==> src/rtl/lcs_pkg.sv <==
package lcs_pkg;

  // ----------------------------------------------------------------
  // Phases of the charge sequence
  // ----------------------------------------------------------------
  typedef enum logic [2:0] {
    LCS_OFF, LCS_PREQUAL, LCS_CC, LCS_CV, LCS_MAINT, LCS_FAULT
  } lcs_phase_t;

  // ----------------------------------------------------------------
  // Current codes: setpoint = 100 mA + code * 50 mA, code 0..13
  // ----------------------------------------------------------------
  localparam logic [3:0] LCS_CODE_100MA = 4'h0;
  localparam logic [3:0] LCS_CODE_500MA = 4'h8;
  localparam logic [3:0] LCS_CODE_750MA = 4'hD;
  localparam int LCS_STEP_MA = 50;
  localparam int LCS_BASE_MA = 100;

  // End-of-charge threshold selection
  localparam logic [1:0] LCS_EOC_0P10C = 2'h0;
  localparam logic [1:0] LCS_EOC_0P15C = 2'h1;
  localparam logic [1:0] LCS_EOC_0P20C = 2'h2;

  // ----------------------------------------------------------------
  // Safety timer: 5.6 hr at 125 MHz through a prescaler
  // ----------------------------------------------------------------
  localparam int LCS_CLK_MHZ = 125;
  localparam int LCS_TIMER_HR_X10 = 56;
  localparam int LCS_PRESCALE = 125000000;
  localparam int LCS_PRE_PER_S = LCS_CLK_MHZ * 1000000 / LCS_PRESCALE;
  localparam int LCS_TIMER_TICKS = LCS_TIMER_HR_X10 * 360 / LCS_PRE_PER_S;

  // Settings from the serial host
  typedef struct packed {
    logic       valid;
    logic [3:0] cc_code;
    logic       v42;
    logic [1:0] eoc_sel;
  } lcs_cfg_t;

  // Synchronised comparator outputs
  typedef struct packed {
    logic src_ok;
    logic batt_above_qual;
    logic batt_at_reg;
    logic batt_below_rst;
    logic i_below_eoc;
    logic temp_ok;
  } lcs_cmp_t;

endpackage : lcs_pkg

==> src/rtl/lcs_sequencer.sv <==
`timescale 1ns/10ps
module lcs_sequencer
  import lcs_pkg::*;
#(
  parameter int PRESCALE = LCS_PRESCALE,
  parameter int TIMER_TICKS = LCS_TIMER_TICKS,
  parameter bit FACTORY_V42 = 1'b1
) (
  input wire logic clk,
  input wire logic arst_n,
  input wire logic charger_enable,
  input wire logic adaptor_mode,
  input wire logic usb_current_select,
  input wire logic src_ok_raw,
  input wire logic batt_above_qual_raw,
  input wire logic batt_at_reg_raw,
  input wire logic batt_below_rst_raw,
  input wire logic i_below_eoc_raw,
  input wire logic temp_ok_raw,
  input wire lcs_cfg_t host_cfg,
  output logic charge_on,
  output logic precharge_limit,
  output logic cv_regulate,
  output logic [3:0] charge_current,
  output logic reg_level_v42,
  output logic [1:0] eoc_threshold,
  output logic charging_indicator,
  output logic eoc_indicator,
  output logic timer_fault
);

  // ----------------------------------------------------------------
  // Input synchronisers
  // ----------------------------------------------------------------
  localparam int NSYNC = 9;
  logic [NSYNC-1:0] raw_in;
  logic [NSYNC-1:0] s1_reg;
  logic [NSYNC-1:0] s2_reg;
  lcs_cmp_t cmp;
  logic en_s;
  logic mode_s;
  logic usb_current_select_s;

  assign raw_in = {charger_enable, adaptor_mode, usb_current_select,
                   src_ok_raw, batt_above_qual_raw, batt_at_reg_raw,
                   batt_below_rst_raw, i_below_eoc_raw, temp_ok_raw};

  always_ff @(posedge clk or negedge arst_n) begin
    if (!arst_n) begin
      s1_reg <= '0;
      s2_reg <= '0;
    end else begin
      s1_reg <= raw_in;
      s2_reg <= s1_reg;
    end
  end

  assign {en_s, mode_s, usb_current_select_s} = s2_reg[8:6];
  assign cmp = lcs_cmp_t'(s2_reg[5:0]);

  // ----------------------------------------------------------------
  // Settings selection
  // ----------------------------------------------------------------
  logic [3:0] prog_code;
  logic [3:0] cur_next;
  logic v42_next;
  logic [1:0] eoc_next;

  always_comb begin
    // Out-of-range host codes clamp to 750 mA
    prog_code = (host_cfg.cc_code > LCS_CODE_750MA) ? LCS_CODE_750MA
                : host_cfg.cc_code;
    if (!mode_s && usb_current_select_s) begin
      cur_next = LCS_CODE_100MA;
    end else if (host_cfg.valid) begin
      cur_next = prog_code;
    end else begin
      cur_next = LCS_CODE_500MA;
    end
    v42_next = host_cfg.valid ? host_cfg.v42 : FACTORY_V42;
    eoc_next = (host_cfg.valid && host_cfg.eoc_sel <= LCS_EOC_0P20C)
               ? host_cfg.eoc_sel : LCS_EOC_0P10C;
  end

  // ----------------------------------------------------------------
  // Safety timer
  // ----------------------------------------------------------------
  lcs_phase_t phase_reg, phase_next;
  logic [$clog2(PRESCALE+1)-1:0] pre_reg, pre_next;
  logic [$clog2(TIMER_TICKS+1)-1:0] tmr_reg, tmr_next;
  logic expired_reg, expired_next;
  logic temp_bad_reg, temp_bad_next;
  logic src_ok_d_reg;
  logic tick;
  logic timing;
  logic timer_done;

  // Counts only while the phase holds in constant current, so any
  // suspension or restart begins the full span again
  assign timing = en_s && cmp.src_ok && cmp.temp_ok
                  && (phase_reg == LCS_CC);
  assign tick = (pre_reg == $bits(pre_reg)'(PRESCALE - 1));
  assign timer_done = (tmr_reg >= $bits(tmr_reg)'(TIMER_TICKS));

  always_comb begin
    pre_next = '0;
    tmr_next = '0;
    if (timing) begin
      pre_next = tick ? '0 : pre_reg + 1'b1;
      tmr_next = tmr_reg + (tick ? 1'b1 : 1'b0);
    end
  end

  always_ff @(posedge clk or negedge arst_n) begin
    if (!arst_n) begin
      pre_reg <= '0;
      tmr_reg <= '0;
    end else begin
      pre_reg <= pre_next;
      tmr_reg <= tmr_next;
    end
  end

  // ----------------------------------------------------------------
  // Phase sequencer
  // ----------------------------------------------------------------
  always_comb begin
    phase_next = phase_reg;
    temp_bad_next = temp_bad_reg;
    expired_next = expired_reg;
    if (!en_s || !cmp.src_ok) begin
      phase_next = LCS_OFF;
      expired_next = 1'b0;
      temp_bad_next = 1'b0;
    end else if (!cmp.temp_ok) begin
      // Suspend; timer is cleared so recovery starts fresh
      phase_next = LCS_OFF;
      temp_bad_next = 1'b1;
    end else begin
      temp_bad_next = 1'b0;
      unique case (phase_reg)
        LCS_OFF: begin
          // New source, or temperature recovery with no latched expiry, starts over
          if (!expired_reg) phase_next = LCS_PREQUAL;
        end
        LCS_PREQUAL: begin
          if (cmp.batt_above_qual) phase_next = LCS_CC;
        end
        LCS_CC: begin
          if (timer_done) begin
            expired_next = 1'b1;
            phase_next = LCS_FAULT;
          end else if (cmp.batt_at_reg) begin
            phase_next = LCS_CV;
          end
        end
        LCS_CV: begin
          if (cmp.i_below_eoc) phase_next = LCS_MAINT;
        end
        LCS_MAINT: begin
          if (cmp.batt_below_rst) phase_next = LCS_PREQUAL;
        end
        LCS_FAULT: phase_next = LCS_FAULT;
      endcase
    end
    // Re-insertion of the source clears a latched expiry
    if (cmp.src_ok && !src_ok_d_reg) expired_next = 1'b0;
  end

  always_ff @(posedge clk or negedge arst_n) begin
    if (!arst_n) begin
      phase_reg <= LCS_OFF;
      expired_reg <= 1'b0;
      temp_bad_reg <= 1'b0;
      src_ok_d_reg <= 1'b0;
    end else begin
      phase_reg <= phase_next;
      expired_reg <= expired_next;
      temp_bad_reg <= temp_bad_next;
      src_ok_d_reg <= cmp.src_ok;
    end
  end

  // ----------------------------------------------------------------
  // Registered outputs
  // ----------------------------------------------------------------
  logic charge_on_next;
  logic chg_ind_next;
  logic eoc_ind_next;
  logic precharge_next;
  logic cv_next;

  // Decoded from the next phase so outputs stay one flop from state
  always_comb begin
    precharge_next = (phase_next == LCS_PREQUAL);
    cv_next = (phase_next == LCS_CV);
    charge_on_next = (phase_next == LCS_PREQUAL) || (phase_next == LCS_CC)
                     || (phase_next == LCS_CV);
    chg_ind_next = charge_on_next || expired_next || temp_bad_next;
    eoc_ind_next = (phase_next == LCS_MAINT) || expired_next
                   || temp_bad_next || (en_s == 1'b0 && cmp.src_ok);
    if (phase_next == LCS_MAINT) chg_ind_next = 1'b0;
  end

  always_ff @(posedge clk or negedge arst_n) begin
    if (!arst_n) begin
      charge_on <= 1'b0;
      precharge_limit <= 1'b0;
      cv_regulate <= 1'b0;
      charge_current <= LCS_CODE_500MA;
      reg_level_v42 <= 1'b0;
      eoc_threshold <= LCS_EOC_0P10C;
      charging_indicator <= 1'b0;
      eoc_indicator <= 1'b0;
      timer_fault <= 1'b0;
    end else begin
      charge_on <= charge_on_next;
      precharge_limit <= precharge_next;
      cv_regulate <= cv_next;
      charge_current <= cur_next;
      reg_level_v42 <= v42_next;
      eoc_threshold <= eoc_next;
      charging_indicator <= chg_ind_next;
      eoc_indicator <= eoc_ind_next;
      timer_fault <= expired_next;
    end
  end

endmodule : lcs_sequencer

==> config.mk <==
export PLATFORM = sky130hd
export DESIGN_NAME = lcs_sequencer
export DESIGN_NICKNAME = d
export VERILOG_FILES = /design/src/rtl/lcs_pkg.sv /design/src/rtl/lcs_sequencer.sv
export SDC_FILE = /design/constraint.sdc
export NUM_CORES = 1
export LEC_CHECK = 0
export BUFFER_PORTS_ARGS = -buffer_cell sky130_fd_sc_hd__buf_2
export CAP_MARGIN = 40
export CORE_ASPECT_RATIO = 1.1
export CORE_MARGIN = 1
export CORE_UTILIZATION = 63
export CTS_CLUSTER_SIZE = 30
export DETAILED_ROUTE_END_ITERATION = 6
export PLACE_DENSITY_LB_ADDON = 0.15
export SYNTH_ARGS = -nofsm -noshare
export SYNTH_HDL_FRONTEND = slang
export SYNTH_SLANG_ARGS = --single-unit
==> constraint.sdc <==
create_clock -name clk -period 4.9 [get_ports clk]
set_input_delay 0.98 -clock clk [delete_from_list [all_inputs] [get_ports clk]]
set_output_delay 0.98 -clock clk [all_outputs]
set_load 0.03 [all_outputs]
==> metrics.md <==
| Metric | Value |
|---|---|
| Die footprint | `5610 µm²` |
| DR WL/cell | `14.6 µm` |
| EDFF count, synth | `0` |
| Min-Delay Path Class | `reg -> reg` |
| Critical path launch point type | `flip-flop` |
| Synth top area cells | `dfrtp_1 (57%), xnor2_1 (6.3%), nor2_1 (6.1%)` |
| Final period utilization | `a little over half` |
| Clock Tree Root | `clkbuf_8` |
| First-pass GRT wire length | `roughly 10000 µm` |
| I/O pin count | `32` |
| Max reg flops | `27` |
| Clk Latency, worst-skew pair | `0.34 ns` |
| Worst setup margin | `2.25 ns` |
| Leakage | `between 1.5 and 2 nW` |
| Routability cong. | `0.804` |
| Yosys top cell area share | `56.8%` |
| Final hold violations | `0` |
| Ys Warns | `0` |
| R2R Setup Slk | `2.25 ns` |
| Power Density | `318 nW/µm²` |
| Post-synth top flop | `dfrtp_1` |
| Max Fanout on Critical Path | `4` |
| Finished Cell Area | `3780 µm²` |
| Placed inst area | `3570 µm²` |
| Worst Hold Slack | `0.353 ns` |
| Slew HR | `approximately two thirds` |
| Post-synthesis async set-or-reset flop share | `100%` |
| Setup Fix Bufs, Post-CTS | `0` |
| Register area share after synthesis | `57.6%` |
| DR iter-0 viols | `101` |
| Cts bufs inserted | `9` |
| Kind of critical path | `reg -> reg` |
| Setup crit end kind | `flip-flop` |
| Total negative slack | `0 ns` |
| Final setup vio count | `0` |
| Multi-input combinational cell area | `1340 µm²` |
| Synthesized Nets | `roughly 340` |
| Via count | `2332` |
| Reg2Reg Launch Point | `pre_reg[19]` |
| CORE AREA | `5070 µm²` |
| H-tree depth | `3` |
| Vias per inst | `5.66` |
| Cell Area, Synth | `3350 µm²` |
| Max cap viols | `0` |
| Initial antenna violation count | `0` |
| Gr ovfl total | `0` |
| Die Width | `71.5 µm` |
| Actual slew at the worst max-slew pin | `roughly 0.53 ns` |
| Place WS | `roughly 2.3 ns` |
| PortBufs | `31` |
| CTS tree | `yes` |
| Final HPWL DP | `a little over 4000 µm` |
| Data arrival time at the worst-slack endpoint | `~2.9 ns` |
| Wirelength, routed | `6020 µm` |
| Yosys cell types | `45` |
| Yosys top cell by area | `dfrtp_1` |
| RSZ-0062 raised after global routing | `no` |
| Largest net degree at the start of global routing | `53` |
| P&R area growth vs syn | `12.8%` |
| Worst vdd ir | `around 0.22 mV` |
| Final ANT Viol Nets | `0` |
| Data required, critical path | `5.12 ns` |
| Synth Register Bits | `77` |
| Maximum buffer depth of the clock tree | `2` |
| Clock skew | `0.00540 ns` |
| CTS resizes | `0` |
| Worst Setup SP | `pre_reg[19]` |
| Max-slew violation count | `0` |
| Antenna cells | `0` |
| Nets | `~370` |
| CTS clk-pin slew, worst paths | `0.08 ns` |
| Hold_buf cts | `0` |
| Syn Inst Count | `314` |
| Initial Utilization | `~66%` |
| Die height | `around 78 µm` |
| Layout cells sized above 1 | `16.1%` |
| FMAX | `378 MHz` |
| CTS Sinks | `77` |
| Outcome | `completed` |
| Vias in the first global route | `between 2000 and 2500` |
| DRC | `0` |
| Synth Area per Inst | `10.7 µm²` |
| Hold Startpoint | `s1_reg[1]` |
| GRT Overall Usage | `approximately a quarter` |
| Tmin final | `~2.6 ns` |
| Pwr Total | `1.20 mW` |
| Rows | `27` |
| FF/Latch Area | `~1900 µm²` |
| Fillers | `357` |
| DRT Pass-1 Iters | `4` |
[Yosys cell counts (all sizes together) (2+ instances only)]
master / count
a21oi: 5
xnor2: 24
inv: 8
o31ai: 2
o21ai: 7
nor2: 54
nand4: 8
nor4b: 2
nor4: 5
xor2: 12
nor2b: 3
nand2b: 5
nor3b: 3
buf: 6
dfrtp: 76
and3: 12
a21boi: 3
or3: 2
nand3: 14
and4: 6
ha: 3
nor3: 12
nand2: 24
clkbuf: 3
[cells in the final DEF (no fill, tap or decap), types with 2 or more instances in the layout]
cell type   n
dfrtp_1    76
nor2_1     54
buf_2      30
nand2_1    24
xnor2_1    24
nand3_1    14
and3_1     12
nor3_1     12
xor2_1     12
clkbuf_8   11
nand4_1     7
inv_1       7
and4_1      6
nand2b_1    5
nor4_1      5
a21oi_1     5
o21ai_0     4
nor3b_1     3
nor2b_1     3
o21ai_1     3
ha_1        3
nor4b_1     2
or3_1       2
o31ai_1     2
a21boi_0    2
[layout make-up]
| class | instances | area share, % |
|---|---|---|
| Tap cell | 58 | 1.92 |
| Sequential cell | 77 | 51.0 |
| Clock inverter | 4 | 1.46 |
| Clock buffer | 12 | 4.11 |
| Multi-Input combinational cell | 220 | 35.4 |
| Timing Repair Buffer | 33 | 5.30 |
| Inverter | 8 | 0.795 |
[path summary, 6_finish.rpt]
| path | end | depth (start not counted) |
|---|---|---|
| hold reg to reg | s2_reg[1] | 0 |
| setup reg to reg | tmr_reg[14] | 10 |
| min in group asynchronous | phase_reg[1] | 1 |
| setup / recovery | tmr_reg[14] | 10 |
| max in group asynchronous | charge_current[3] | 2 |
| hold / removal | s2_reg[1] | 0 |
[power by group]
part,switching (mW),internal (mW),total [mW]
clock,0.228,0.266,0.495
sequential,0.00640,0.649,0.655
combinational,0.0348,0.0181,0.0528
[metal layers]
layer  GRT usage (%)  vias up  part of all wire, %
met5               0        -                    0
met4            6.47        0                  1.3
met3            6.93        8                  2.8
met2            41.0       30                   50
met1            30.9     1141                   46
li1                -     1153                    -
[kinds of logic (layout without fill, tap and decap cells)]
| family | after synthesis | after routing | share of synthesized area [%] |
|---|---|---|---|
| adder cells (fa/ha/maj) | 3 | 3 | 1.12 |
| AO/OA/AOI/OAI | 25 | 25 | 5.49 |
| flip-flops | 77 | 77 | 57.6 |
| buffers and inverters | 17 | 57 | 2.54 |
| multiplexers | 1 | 1 | 0.299 |
| XOR/XNOR | 36 | 36 | 9.41 |
| AND/OR/NAND/NOR | 155 | 155 | 23.6 |
[metrics by stage]
step	utilization [%]	std cells
global placement	69.6	394
floorplan	-	314
CTS	74.5	412
global route	74.5	412
detailed placement	70.4	396
finish	74.5	412
[worst max-delay path, cell delays in order (launching register included)]
cell,delay [ns]
dfrtp_1,0.43
nor4b_1,0.36
nand4_1,0.15
nor4_1,0.37
ha_1,0.25
ha_1,0.18
and3_1,0.22
and4_1,0.25
nand4_1,0.12
xor2_1,0.15
nor2_1,0.05
Power figures use the tool's default switching activity.
